--- src/pc_stack_defs.svh ---
/*
 * Offsets, field positions, reset values and stack index values of the
 * program counter and return-address stack unit.
 * Assumes a 12-bit register address and 8-bit register data.
 */
`ifndef PC_STACK_DEFS_SVH
`define PC_STACK_DEFS_SVH

// ----------------------------------------------------------------
// Register offsets
// ----------------------------------------------------------------
`define PCS_ADDR_PC_LOW 12'h002
`define PCS_ADDR_POWER_CTRL 12'h010
`define PCS_ADDR_STATUS_SHADOW 12'hfe4
`define PCS_ADDR_ACC_SHADOW 12'hfe5
`define PCS_ADDR_BANK_SHADOW 12'hfe6
`define PCS_ADDR_LATCH_SHADOW 12'hfe7
`define PCS_ADDR_PTR0_LOW_SHADOW 12'hfe8
`define PCS_ADDR_PTR0_HIGH_SHADOW 12'hfe9
`define PCS_ADDR_PTR1_LOW_SHADOW 12'hfea
`define PCS_ADDR_PTR1_HIGH_SHADOW 12'hfeb
`define PCS_ADDR_STACK_INDEX 12'hfed
`define PCS_ADDR_TOS_LOW 12'hfee
`define PCS_ADDR_TOS_HIGH 12'hfef

// ----------------------------------------------------------------
// Field positions and values
// ----------------------------------------------------------------
`define PCS_POWER_OVF_BIT 7
`define PCS_POWER_UNF_BIT 6
`define PCS_PC_RESET 15'h0000
`define PCS_INDEX_EMPTY 5'h1f
`define PCS_INDEX_LAST 5'h0f
`define PCS_INDEX_FIRST 5'h00
`define PCS_INT_VECTOR 15'h0004

`endif

--- src/pc_stack_pkg.sv ---
/*
 * Types shared by the program counter and stack unit.
 * Assumes pc_stack_defs.svh supplies the numeric constants.
 */
package pc_stack_pkg;

   // Operation requested by the instruction decoder in one cycle
   typedef enum logic [3:0] {
      OP_HOLD = 4'b0000,
      OP_NEXT = 4'b0001,
      OP_WRITE_PC_LOW = 4'b0010,
      OP_CALL = 4'b0011,
      OP_CALL_VIA_ACCUMULATOR = 4'b0100,
      OP_BRANCH_BY_ACCUMULATOR = 4'b0101,
      OP_BRANCH_RELATIVE = 4'b0110,
      OP_RETURN = 4'b0111,
      OP_RETURN_WITH_LITERAL = 4'b1000,
      OP_RETURN_FROM_INTERRUPT = 4'b1001,
      OP_INTERRUPT = 4'b1010
   } pc_op_t;

endpackage : pc_stack_pkg

--- src/pc_stack.sv ---
/*
 * Program counter sequencing, 16-entry return-address stack, stack
 * fault detection and core context shadows, with a plain register port.
 * Assumes the decoder, the pc_high_latch and the context inputs run on
 * clk_i; the register port reads back one cycle after the read strobe.
 */
// Function
// - 15-bit counter, low byte software accessible
// - Upper seven bits only via high latch
// - Any reset clears whole counter
// - Low-byte write loads upper bits from latch
// - Call: operand low 11, latch bits 6..3
// - Accumulator call: accumulator low, latch high
// - Accumulator branch: counter plus one plus accumulator
// - Relative branch: plus one plus signed operand
// - Sixteen entries of 15 bits, own space
// - Push on calls/interrupt, pop on returns
// - Push and pop leave latch untouched
// - Fault reset off: stack wraps circularly
// - Overflow and underflow flags always set
// - Index selects entry shown in top registers
// - Stack index is five bits wide
// - Increment then write; read then decrement
// - Empty index all ones; first push zero
// - Context shadows survive non-power-on resets
// - Fault reset on: reset and set flag
`timescale 1ns/1ps
`include "pc_stack_defs.svh"

module pc_stack #(
   parameter int DEPTH = 16,
   parameter logic [14:0] INT_VECTOR = `PCS_INT_VECTOR
) (
   // Clock, reset, enable
   input wire logic clk_i,
   input wire logic resetn_i,
   input wire logic power_on_reset_i,
   input wire logic ce_i,
   // Configuration
   input wire logic stack_fault_reset_enable_i,
   // Decoder request
   input wire pc_stack_pkg::pc_op_t op_i,
   input wire logic [10:0] call_operand_i,
   input wire logic [8:0] branch_operand_i,
   input wire logic [7:0] result_i,
   input wire logic [7:0] accumulator_i,
   input wire logic [6:0] pc_high_latch_i,
   // Core context to save
   input wire logic [2:0] ctx_status_i,
   input wire logic [4:0] ctx_bank_i,
   input wire logic [15:0] ctx_ptr0_i,
   input wire logic [15:0] ctx_ptr1_i,
   // Register port
   input wire logic [11:0] reg_addr_i,
   input wire logic [7:0] reg_wdata_i,
   input wire logic reg_we_i,
   input wire logic reg_re_i,
   output logic [7:0] reg_rdata_o,
   // Counter and stack state
   output logic [14:0] pc_o,
   output logic [4:0] stack_index_o,
   output logic stack_overflow_flag_o,
   output logic stack_underflow_flag_o,
   output logic stack_fault_reset_o,
   // Context restore
   output logic restore_o,
   output logic [2:0] status_flags_shadow_o,
   output logic [7:0] accumulator_shadow_o,
   output logic [4:0] bank_select_shadow_o,
   output logic [6:0] pc_high_latch_shadow_o,
   output logic [15:0] ptr0_shadow_o,
   output logic [15:0] ptr1_shadow_o
);

   initial begin
      if (DEPTH != 16) begin
         $error("pc_stack: DEPTH must be 16 for a five-bit index");
      end
   end

   // ----------------------------------------------------------------
   // Address decode
   // ----------------------------------------------------------------
   logic wr_pc_low;
   logic wr_power;
   logic wr_index;
   logic wr_tos_low;
   logic wr_tos_high;
   logic wr_stat_sh;
   logic wr_acc_sh;
   logic wr_bank_sh;
   logic wr_latch_sh;
   logic wr_p0l_sh;
   logic wr_p0h_sh;
   logic wr_p1l_sh;
   logic wr_p1h_sh;

   always_comb begin
      wr_pc_low = reg_we_i && (reg_addr_i == `PCS_ADDR_PC_LOW);
      wr_power = reg_we_i && (reg_addr_i == `PCS_ADDR_POWER_CTRL);
      wr_index = reg_we_i && (reg_addr_i == `PCS_ADDR_STACK_INDEX);
      wr_tos_low = reg_we_i && (reg_addr_i == `PCS_ADDR_TOS_LOW);
      wr_tos_high = reg_we_i && (reg_addr_i == `PCS_ADDR_TOS_HIGH);
      wr_stat_sh = reg_we_i && (reg_addr_i == `PCS_ADDR_STATUS_SHADOW);
      wr_acc_sh = reg_we_i && (reg_addr_i == `PCS_ADDR_ACC_SHADOW);
      wr_bank_sh = reg_we_i && (reg_addr_i == `PCS_ADDR_BANK_SHADOW);
      wr_latch_sh = reg_we_i && (reg_addr_i == `PCS_ADDR_LATCH_SHADOW);
      wr_p0l_sh = reg_we_i && (reg_addr_i == `PCS_ADDR_PTR0_LOW_SHADOW);
      wr_p0h_sh = reg_we_i && (reg_addr_i == `PCS_ADDR_PTR0_HIGH_SHADOW);
      wr_p1l_sh = reg_we_i && (reg_addr_i == `PCS_ADDR_PTR1_LOW_SHADOW);
      wr_p1h_sh = reg_we_i && (reg_addr_i == `PCS_ADDR_PTR1_HIGH_SHADOW);
   end

   // ----------------------------------------------------------------
   // Counter and stack index sequencing
   // ----------------------------------------------------------------
   logic [14:0] pc_q;
   logic [14:0] pc_d;
   logic [4:0] idx_q;
   logic [4:0] idx_d;
   logic ovf_q;
   logic ovf_d;
   logic unf_q;
   logic unf_d;
   logic fault_q;
   logic fault_d;
   logic restore_q;
   logic restore_d;
   logic push;
   logic [3:0] push_slot;
   logic [14:0] push_value;
   logic [14:0] stack_q [DEPTH];
   logic [14:0] tos;
   logic [14:0] pc_inc;
   logic set_ovf;
   logic set_unf;

   always_comb begin
      pc_inc = pc_q + 15'h0001;
      tos = stack_q[idx_q[3:0]];
   end

   always_comb begin
      pc_d = pc_q;
      idx_d = idx_q;
      fault_d = 1'b0;
      restore_d = 1'b0;
      push = 1'b0;
      push_slot = 4'h0;
      push_value = pc_inc;
      set_ovf = 1'b0;
      set_unf = 1'b0;
      if (wr_index) begin
         idx_d = reg_wdata_i[4:0];
      end
      if (wr_pc_low) begin
         pc_d = {pc_high_latch_i, reg_wdata_i};
      end
      case (op_i)
         pc_stack_pkg::OP_HOLD: begin
            pc_d = pc_d;
         end
         pc_stack_pkg::OP_NEXT: begin
            pc_d = pc_inc;
         end
         pc_stack_pkg::OP_WRITE_PC_LOW: begin
            pc_d = {pc_high_latch_i, result_i};
         end
         pc_stack_pkg::OP_BRANCH_BY_ACCUMULATOR: begin
            pc_d = pc_inc + {7'h00, accumulator_i};
         end
         pc_stack_pkg::OP_BRANCH_RELATIVE: begin
            pc_d = pc_inc + {{6{branch_operand_i[8]}}, branch_operand_i};
         end
         pc_stack_pkg::OP_CALL,
         pc_stack_pkg::OP_CALL_VIA_ACCUMULATOR,
         pc_stack_pkg::OP_INTERRUPT: begin
            // Interrupted instruction resumes, so its own address is saved
            push_value = (op_i == pc_stack_pkg::OP_INTERRUPT) ? pc_q : pc_inc;
            if (idx_q == `PCS_INDEX_LAST) begin
               set_ovf = 1'b1;
            end
            if (set_ovf && stack_fault_reset_enable_i) begin
               fault_d = 1'b1;
            end else begin
               idx_d = set_ovf ? `PCS_INDEX_FIRST : idx_q + 5'h01;
               push = 1'b1;
               push_slot = idx_d[3:0];
               if (op_i == pc_stack_pkg::OP_CALL) begin
                  pc_d = {pc_high_latch_i[6:3], call_operand_i};
               end else if (op_i == pc_stack_pkg::OP_CALL_VIA_ACCUMULATOR) begin
                  pc_d = {pc_high_latch_i, accumulator_i};
               end else begin
                  pc_d = INT_VECTOR;
               end
            end
         end
         pc_stack_pkg::OP_RETURN,
         pc_stack_pkg::OP_RETURN_WITH_LITERAL,
         pc_stack_pkg::OP_RETURN_FROM_INTERRUPT: begin
            if (idx_q == `PCS_INDEX_EMPTY) begin
               set_unf = 1'b1;
            end
            if (set_unf && stack_fault_reset_enable_i) begin
               fault_d = 1'b1;
            end else begin
               pc_d = tos;
               idx_d = set_unf ? {1'b0, idx_q[3:0] - 4'h1} : idx_q - 5'h01;
               restore_d = (op_i == pc_stack_pkg::OP_RETURN_FROM_INTERRUPT);
            end
         end
         default: begin
            pc_d = pc_q;
         end
      endcase
      ovf_d = set_ovf | (ovf_q & ~(wr_power & ~reg_wdata_i[`PCS_POWER_OVF_BIT]));
      unf_d = set_unf | (unf_q & ~(wr_power & ~reg_wdata_i[`PCS_POWER_UNF_BIT]));
   end

   always_ff @(posedge clk_i) begin
      if (!resetn_i) begin
         pc_q <= `PCS_PC_RESET;
         idx_q <= `PCS_INDEX_EMPTY;
         fault_q <= 1'b0;
         restore_q <= 1'b0;
      end else if (ce_i) begin
         pc_q <= pc_d;
         idx_q <= idx_d;
         fault_q <= fault_d;
         restore_q <= restore_d;
      end
   end

   // Flags must outlive the stack fault reset they cause
   always_ff @(posedge clk_i) begin
      if (!resetn_i && power_on_reset_i) begin
         ovf_q <= 1'b0;
         unf_q <= 1'b0;
      end else if (ce_i && resetn_i) begin
         ovf_q <= ovf_d;
         unf_q <= unf_d;
      end
   end

   // ----------------------------------------------------------------
   // Stack storage
   // ----------------------------------------------------------------
   genvar e;
   generate
      for (e = 0; e < DEPTH; e++) begin : g_entry
         logic [14:0] entry_d;
         always_comb begin
            entry_d = stack_q[e];
            if (push && (push_slot == 4'(e))) begin
               entry_d = push_value;
            end else if (wr_tos_low && (idx_q[3:0] == 4'(e))) begin
               entry_d = {stack_q[e][14:8], reg_wdata_i};
            end else if (wr_tos_high && (idx_q[3:0] == 4'(e))) begin
               entry_d = {reg_wdata_i[6:0], stack_q[e][7:0]};
            end
         end
         always_ff @(posedge clk_i) begin
            if (!resetn_i) begin
               stack_q[e] <= 15'h0000;
            end else if (ce_i) begin
               stack_q[e] <= entry_d;
            end
         end
      end
   endgenerate

   // ----------------------------------------------------------------
   // Context shadows
   // ----------------------------------------------------------------
   logic [2:0] stat_sh_q;
   logic [2:0] stat_sh_d;
   logic [7:0] acc_sh_q;
   logic [7:0] acc_sh_d;
   logic [4:0] bank_sh_q;
   logic [4:0] bank_sh_d;
   logic [6:0] latch_sh_q;
   logic [6:0] latch_sh_d;
   logic [15:0] p0_sh_q;
   logic [15:0] p0_sh_d;
   logic [15:0] p1_sh_q;
   logic [15:0] p1_sh_d;
   logic save;

   always_comb begin
      save = (op_i == pc_stack_pkg::OP_INTERRUPT) && push;
      stat_sh_d = stat_sh_q;
      acc_sh_d = acc_sh_q;
      bank_sh_d = bank_sh_q;
      latch_sh_d = latch_sh_q;
      p0_sh_d = p0_sh_q;
      p1_sh_d = p1_sh_q;
      if (save) begin
         stat_sh_d = ctx_status_i;
         acc_sh_d = accumulator_i;
         bank_sh_d = ctx_bank_i;
         latch_sh_d = pc_high_latch_i;
         p0_sh_d = ctx_ptr0_i;
         p1_sh_d = ctx_ptr1_i;
      end else begin
         if (wr_stat_sh) begin
            stat_sh_d = reg_wdata_i[2:0];
         end
         if (wr_acc_sh) begin
            acc_sh_d = reg_wdata_i;
         end
         if (wr_bank_sh) begin
            bank_sh_d = reg_wdata_i[4:0];
         end
         if (wr_latch_sh) begin
            latch_sh_d = reg_wdata_i[6:0];
         end
         if (wr_p0l_sh) begin
            p0_sh_d[7:0] = reg_wdata_i;
         end
         if (wr_p0h_sh) begin
            p0_sh_d[15:8] = reg_wdata_i;
         end
         if (wr_p1l_sh) begin
            p1_sh_d[7:0] = reg_wdata_i;
         end
         if (wr_p1h_sh) begin
            p1_sh_d[15:8] = reg_wdata_i;
         end
      end
   end

   // Cleared only by power-on; other resets leave them as they are
   always_ff @(posedge clk_i) begin
      if (!resetn_i && power_on_reset_i) begin
         stat_sh_q <= 3'h0;
         acc_sh_q <= 8'h00;
         bank_sh_q <= 5'h00;
         latch_sh_q <= 7'h00;
         p0_sh_q <= 16'h0000;
         p1_sh_q <= 16'h0000;
      end else if (ce_i && resetn_i) begin
         stat_sh_q <= stat_sh_d;
         acc_sh_q <= acc_sh_d;
         bank_sh_q <= bank_sh_d;
         latch_sh_q <= latch_sh_d;
         p0_sh_q <= p0_sh_d;
         p1_sh_q <= p1_sh_d;
      end
   end

   // ----------------------------------------------------------------
   // Read data
   // ----------------------------------------------------------------
   logic [7:0] rdata_q;
   logic [7:0] rdata_d;

   always_comb begin
      rdata_d = 8'h00;
      if (reg_re_i) begin
         case (reg_addr_i)
            `PCS_ADDR_PC_LOW: rdata_d = pc_q[7:0];
            `PCS_ADDR_POWER_CTRL: begin
               rdata_d[`PCS_POWER_OVF_BIT] = ovf_q;
               rdata_d[`PCS_POWER_UNF_BIT] = unf_q;
            end
            `PCS_ADDR_STATUS_SHADOW: rdata_d = {5'h00, stat_sh_q};
            `PCS_ADDR_ACC_SHADOW: rdata_d = acc_sh_q;
            `PCS_ADDR_BANK_SHADOW: rdata_d = {3'h0, bank_sh_q};
            `PCS_ADDR_LATCH_SHADOW: rdata_d = {1'b0, latch_sh_q};
            `PCS_ADDR_PTR0_LOW_SHADOW: rdata_d = p0_sh_q[7:0];
            `PCS_ADDR_PTR0_HIGH_SHADOW: rdata_d = p0_sh_q[15:8];
            `PCS_ADDR_PTR1_LOW_SHADOW: rdata_d = p1_sh_q[7:0];
            `PCS_ADDR_PTR1_HIGH_SHADOW: rdata_d = p1_sh_q[15:8];
            `PCS_ADDR_STACK_INDEX: rdata_d = {3'h0, idx_q};
            `PCS_ADDR_TOS_LOW: rdata_d = tos[7:0];
            `PCS_ADDR_TOS_HIGH: rdata_d = {1'b0, tos[14:8]};
            default: rdata_d = 8'h00;
         endcase
      end
   end

   always_ff @(posedge clk_i) begin
      if (!resetn_i) begin
         rdata_q <= 8'h00;
      end else if (ce_i) begin
         rdata_q <= rdata_d;
      end
   end

   // ----------------------------------------------------------------
   // Outputs
   // ----------------------------------------------------------------
   always_comb begin
      reg_rdata_o = rdata_q;
      pc_o = pc_q;
      stack_index_o = idx_q;
      stack_overflow_flag_o = ovf_q;
      stack_underflow_flag_o = unf_q;
      stack_fault_reset_o = fault_q;
      restore_o = restore_q;
      status_flags_shadow_o = stat_sh_q;
      accumulator_shadow_o = acc_sh_q;
      bank_select_shadow_o = bank_sh_q;
      pc_high_latch_shadow_o = latch_sh_q;
      ptr0_shadow_o = p0_sh_q;
      ptr1_shadow_o = p1_sh_q;
   end

endmodule : pc_stack

--- config.mk ---
export PLATFORM = sky130hd
export DESIGN_NAME = pc_stack
export DESIGN_NICKNAME = d
export VERILOG_FILES = /design/src/pc_stack_pkg.sv /design/src/pc_stack.sv
export VERILOG_INCLUDE_DIRS = /design/src
export SDC_FILE = /design/constraint.sdc
export NUM_CORES = 1
export LEC_CHECK = 0
export BUFFER_PORTS_ARGS = -buffer_cell sky130_fd_sc_hd__buf_2
export CORE_ASPECT_RATIO = 1.25
export CORE_MARGIN = 1.5
export CORE_UTILIZATION = 45
export CTS_BUF_LIST = sky130_fd_sc_hd__clkbuf_8
export CTS_CLUSTER_SIZE = 40
export DETAILED_ROUTE_END_ITERATION = 7
export GPL_TIMING_DRIVEN = 0
export PLACE_DENSITY_LB_ADDON = 0.05
export SLEW_MARGIN = 20
export SYNTH_ARGS = -nofsm -noshare
export SYNTH_HDL_FRONTEND = slang
export SYNTH_SLANG_ARGS = --single-unit
--- constraint.sdc ---
create_clock -name clk_i -period 10.42 [get_ports clk_i]
set_input_delay 1.563 -clock clk_i [delete_from_list [all_inputs] [get_ports clk_i]]
set_output_delay 1.563 -clock clk_i [all_outputs]
set_load 0.1 [all_outputs]
==> impl_metrics.toml, run 1 <==
[route]
ant_nets = 0
firstDrtPassIters = 5
drc = 0
via_per_inst = 6.65
first_iter_violations = 2467
vias = 19500
wire_per_inst_um = 30.4
routed_wl_um = 89200

[global_route]
track_usage_pct = 38.6
grt_pass1_wl_um = 127000
grt_max_degree = 15
antenna_found_initial = 2
grt_pass1_vias = 18900
overflow = 0

[logic_synthesis]
synth_edf_count = 240
synth_top_cell_by_area = "edfxtp_1"
synth.top_cell.area_share_pct = 35.7
synthesis.area_um2 = 20200
synthFlopType = "edfxtp_1"
synthDistinctLibCells = 83
yosysWarnings = 0
ys_seq_area_share_pct = 44.8
synth_area_leaders = "edfxtp_1 (36%), dfxtp_1 (9.0%), mux4_2 (8.4%)"
synth_fp_nets = 2209
netlist_instances = 2073
async_reset_ff_share_pct = 0
synth-seq-cells = 331
avgSynthCellArea_um2 = 9.73

[floorplan]
fp.dieArea_um2 = 46100
initial_core_util_pct = 45.7
core_um2 = 44100
num_rows = 86
num_io_pins = 201
chipHeight_um = 240
dieWidth_um = 192

[status]
status = "completed"

[power_and_ir_drop]
switchingPower_mw = 1.16
p_leak_nw = 8.20
power.total_mw = 3.40
switching_share_pct = 34.1
seqPwrFrac_pct = 44.0
power_frac_clock_pct = 33.4
irDropWorstVdd_mv = 0.0880
power.density_nw_per_um2 = 148
p_int_mw = 2.24
p_comb_share_pct = 22.6

[worst_setup_path]
slowest_stage = "o21ai_1"
end_kind = "flip-flop"
r2r-start = "stack_index_o[0]"
cpPeakStageDelay_ps = 870
reg2reg_slack_ps = 6360
startpoint_type = "input pin"
critPathLaunch = "reg_addr_i[10]"
crit_cells = 7
path_cells = "buf_2 -> and4_1 -> clkbuf_1 -> nand2_1 -> nor3_1 -> a21oi_1 -> o21ai_1"
r2r_cells = 7
critPathBufInv = 2
timing.rr.end = "stack_q[4][3]"
cp.arrival_ps = 4810
path_class = "input pin to flip-flop"
critPathCapture = "stack_q[5][3]"
required_ps = 10700
path_delay_family = "compound AO/OA/AOI/OAI gates"
path_max_fanout = 10

[cts]
numCtsBuffers = 55
post_cts_buffers = 0
clk_latency_ps = 680
postCtsHoldBufs = 0
h-tree-depth = 2
cts_buffer_depth = 3
path_clk_slew_ps = 60
clockRootBuffer = "clkbuf_8"
cts_tree = "done"
post_cts_resized = 0
clock-sinks = 331

[min_path]
hp-class = "flip-flop to flip-flop"

[placement]
dpl.hpwl_um = 67600
place_inst = 2833
port_buffers = 187
globalplace.congestion = 1.04

[layout]
layout_commonest_cell = "nor2_1"
nFillCells = 4214
layout_common_cells = "nor2_1 (272), buf_2 (247), edfxtp_1 (240)"
finalNetCount = 2454
diodes = 0
fin_cells = 2931
layout-drive-gt1-share_pct = 20.1
area_growth_pct = 13.5

[sta]
setup_violations = 0
finClkSkew_ps = 30.2
finalHoldViolCount = 0
tightest_slew_ps = 1190
fmax_mhz = 221
setup_tns_ps = 0
rsz0062_at_grt = "no"
timing.final.crit_share_pct = 43.5
min_period_ps = 4530
slew_violations = 0
maxSlewHeadroom_pct = 20.9

[flow_run]
timing.max_cap.violations = 0
layer usage:
| layer | GRT usage, % | part of all wire, % | up-vias |
|---|---|---|---|
| met1 | 45.4 | 35 | 9445 |
| met4 | 28.7 | 8.4 | 4 |
| met2 | 62.3 | 47 | 1366 |
| li1 | - | - | 8342 |
| met5 | 0 | 0.029 | - |
| met3 | 7.43 | 9.7 | 342 |
stage by stage:
step | utilization [%] | area (um2) | setup slack [ps] | hold slack [ps]
floorplan | - | 20200 | 6080 | 869
global placement | 49.5 | 21800 | 4680 | 449
detailed placement | 49.6 | 21900 | 5360 | 462
CTS | 51.9 | 22900 | 6020 | 471
global route | 51.9 | 22900 | 5720 | 524
finish | 51.9 | 22900 | 5890 | 482
cell usage after synthesis (4+ instances only):
library cell and number:
nor3_2 9, mux2i_1 17, nand2_1 202, or3_1 6
nand3_1 92, a221o_1 5, a32oi_1 5, a2bb2oi_1 4
mux4_2 75, xnor2_1 27, xor2_1 12, a22o_1 11
nand2b_1 11, edfxtp_1 240, a221oi_1 17, dfxtp_1 91
buf_2 59, nand3b_1 4, nor3_1 36, nand4_1 11
and3_1 8, o21ai_1 19, ha_1 21, o22ai_1 5
a22oi_1 182, a31oi_1 18, nor2b_1 24, a21o_1 4
inv_1 12, nor2_1 272, nor2_4 4, clkbuf_1 117
buf_4 11, and2_1 10, a32o_1 5, o21ai_0 61
mux2_2 15, a211oi_1 58, nor2_2 14, buf_1 6
a21oi_1 202, buf_6 5
sequential cells by signal (all words and copies together), names as in the netlist, named ones only:
register and cells:
ptr0_shadow_o 16, stack_fault_reset_o 1, stack_index_o 5, stack_q 240, pc_high_latch_shadow_o 7, accumulator_shadow_o 8
restore_o 1, pc_o 15, stack_underflow_flag_o 1, ptr1_shadow_o 16, reg_rdata_o 8, stack_overflow_flag_o 1
status_flags_shadow_o 3, bank_select_shadow_o 5
worst min-delay path, delay by kind of cell, from the launching register on:
family	cells	cell delay, ps
AO/OA/AOI/OAI	1	40
flip-flops	1	330
AND/OR/NAND/NOR	1	60
final cells by class:
type	count	area [um2]	area share [%]
plain buffers	198	897	3.92
clock inverters	39	213	0.929
repair buffers	188	943	4.12
clock buffers	59	812	3.55
inverters	13	48.8	0.213
well taps	572	716	3.13
multi-input cells	1531	10200	44.7
flip-flops and latches	331	9030	39.4
power by group through the flow:
stage | combinational, mW | clock (mW) | sequential, mW
6_report | 0.768 | 1.13 | 1.49
5_1_grt | 0.792 | 1.19 | 1.50
4_1_cts | 0.747 | 1.14 | 1.49
3_5_place_dp | 0.744 | 0 | 1.52
3_3_place_gp | 0.738 | 0 | 1.52
2_1_floorplan | 0.373 | 0 | 1.62
worst min path at each step:
stage	slack [ps]	from	end	depth (start not counted)
5_1_grt	520	reg_rdata_o[0]	reg_rdata_o[0]	2
2_1_floorplan	870	stack_q[12][0]	pc_o[0]	5
4_1_cts	470	reg_rdata_o[0]	reg_rdata_o[0]	2
6_report	480	reg_rdata_o[0]	reg_rdata_o[0]	2
3_5_place_dp	460	reg_rdata_o[0]	reg_rdata_o[0]	2
3_3_place_gp	450	reg_rdata_o[0]	reg_rdata_o[0]	2
cell families (layout without fill, tap and decap cells):
family	Yosys count	in the layout	share of synthesized area [%]
buffers and inverters	211	497	4.68
XOR/XNOR	42	42	1.94
multiplexers	107	107	10.1
flip-flops	331	331	44.8
AO/OA/AOI/OAI	627	627	20.3
AND/OR/NAND/NOR	733	733	16.9
adder cells (fa/ha/maj)	22	22	1.40
No activity file was read; power rests on OpenSTA's default activity.
==> run 2: changes to the inputs <==
Clock period 10.42 ns to 3.8 ns, I/O delays scaled along.
==> run 2 against run 1 <==
Net effect: register-to-register slack worse by 6300 ps; clock-buffer cell count stayed put; hold slack worse by 260 ps; critical path depth is 6 higher; first-iteration DRC count is 25% higher; setup slack worse by 5800 ps; combinational power grew to 2.7 times the previous value; via count hardly changed; largest power group unchanged; die area stayed put.
==> impl_metrics.toml, run 2 (synthesized netlist as in run 1, its figures left out) <==
[status]
status = "completed"

[layout]
largest_register_ffs = 240
utilization_pct = 52.1
layout-drive-gt1-share_pct = 20.3
finalInstanceArea_um2 = 23000
largest_register = "stack_q"
layout_common_cells = "nor2_1 (272), buf_2 (246), edfxtp_1 (240)"
finalNetCount = 2457
area_growth_pct = 13.9
fin_cells = 2940
layout_commonest_cell = "nor2_1"

[cts]
cts_tree = "done"
clk_latency_ps = 680
clockRootBuffer = "clkbuf_8"
h-tree-depth = 2
path_clk_slew_ps = 60
cts_buffer_depth = 3
numCtsBuffers = 56
clock-sinks = 331

[placement]
post_dp_cell_area_um2 = 21900
dpl.hpwl_um = 66900
place_inst = 2835
dp_worst_setup_slack_ps = -303
globalplace.congestion = 1.03
port_buffers = 187

[power_and_ir_drop]
irDropWorstVdd_mv = 0.260
power.density_nw_per_um2 = 410
power.total_mw = 9.41
p_leak_nw = 8.27

[min_path]
hp-class = "input pin to flip-flop"

[global_route]
grt_pass1_wl_um = 124000
overflow = 0
grt_pass1_vias = 18400
track_usage_pct = 37.5
grt_max_degree = 16
antenna_found_initial = 2

[worst_setup_path]
path_max_fanout = 8
required_ps = 4380
path_cells = "clkbuf_1 -> nand3_1 -> nor2_1 -> nand3_1 -> xnor2_1 -> ha_1 -> a21o_1 -> a21o_1 -> a221o_1 -> a21oi_1 -> xnor2_1 -> nand2_1 -> a31oi_1"
cpPeakStageDelay_ps = 550
cp.arrival_ps = 4280
slowest_stage = "clkbuf_1"
startpoint_type = "flip-flop"
path_class = "flip-flop to flip-flop"
end_kind = "flip-flop"

[floorplan]
num_rows = 86
chipHeight_um = 240
dieWidth_um = 192
num_io_pins = 201
core_um2 = 44100
fp.dieArea_um2 = 46100
initial_core_util_pct = 45.7

[route]
via_per_inst = 6.63
firstDrtPassIters = 8
ant_nets = 0
vias = 19500
wire_per_inst_um = 29.9
routed_wl_um = 88000
drc = 0
first_iter_violations = 3073

[sta]
slew_violations = 0
whs_ps = 220
setup_tns_ps = 0
fin_ws_ps = 98.5
min_period_ps = 3700
setup_violations = 0
timing.final.crit_share_pct = 97.4
tightest_slew_ps = 1160
fmax_mhz = 270
finClkSkew_ps = 41.6
maxSlewHeadroom_pct = 22.1
finalHoldViolCount = 0
rsz0062_at_grt = "no"

[flow_run]
timing.max_cap.violations = 0
-- run 2: final cells by class --
type / instances / area, um2
Buffer: 198 / 896
Multi-Input combinational cell: 1531 / 10200
Clock inverter: 45 / 268
Inverter: 13 / 48.8
Fill cell: 4139 / 21100
Tap cell: 572 / 716
Sequential cell: 331 / 9030
Antenna cell: 1 / 2.50
Clock buffer: 59 / 812
Timing Repair Buffer: 190 / 958
-- run 2: critical path, delay by kind of cell (launching register included) --
family	cells	cell delay (ps)
AOI/OAI and AO/OA	5	1090
and+or+nand+nor	4	730
buffers and inverters	1	550
xor gates and xnor gates	2	500
DFF	1	380
adders and majority gates	1	380
-- run 2: what timing repair did --
item	CTS	global route
setup endpoints to repair	0	23
resized for setup	0	5
hold buffers	0	0
setup buffers	0	0
-- run 2: final timing paths --
kind / startpoint / to / slack, ps / cells past startpoint
setup reg to reg: pc_o[0] / pc_o[14] / 100 / 13
hold reg to reg: reg_rdata_o[0] / reg_rdata_o[0] / 480 / 2
hold / removal: ctx_status_i[2] / status_flags_shadow_o[2] / 220 / 3
setup / recovery: pc_o[0] / pc_o[14] / 100 / 13
-- run 2: power by group --
| group | switching [mW] | internal [mW] |
|---|---|---|
| registers | 0.0911 | 4.01 |
| clock network | 1.58 | 1.64 |
| logic | 1.52 | 0.573 |
-- run 2: layer usage --
metal,wire [um],vias to the layer above,global-route usage [%]
met4,7370,4,27.5
met1,30800,9431,43.9
met2,41100,1382,61.5
met5,33,-,0
met3,8630,352,6.67
li1,-,8334,-
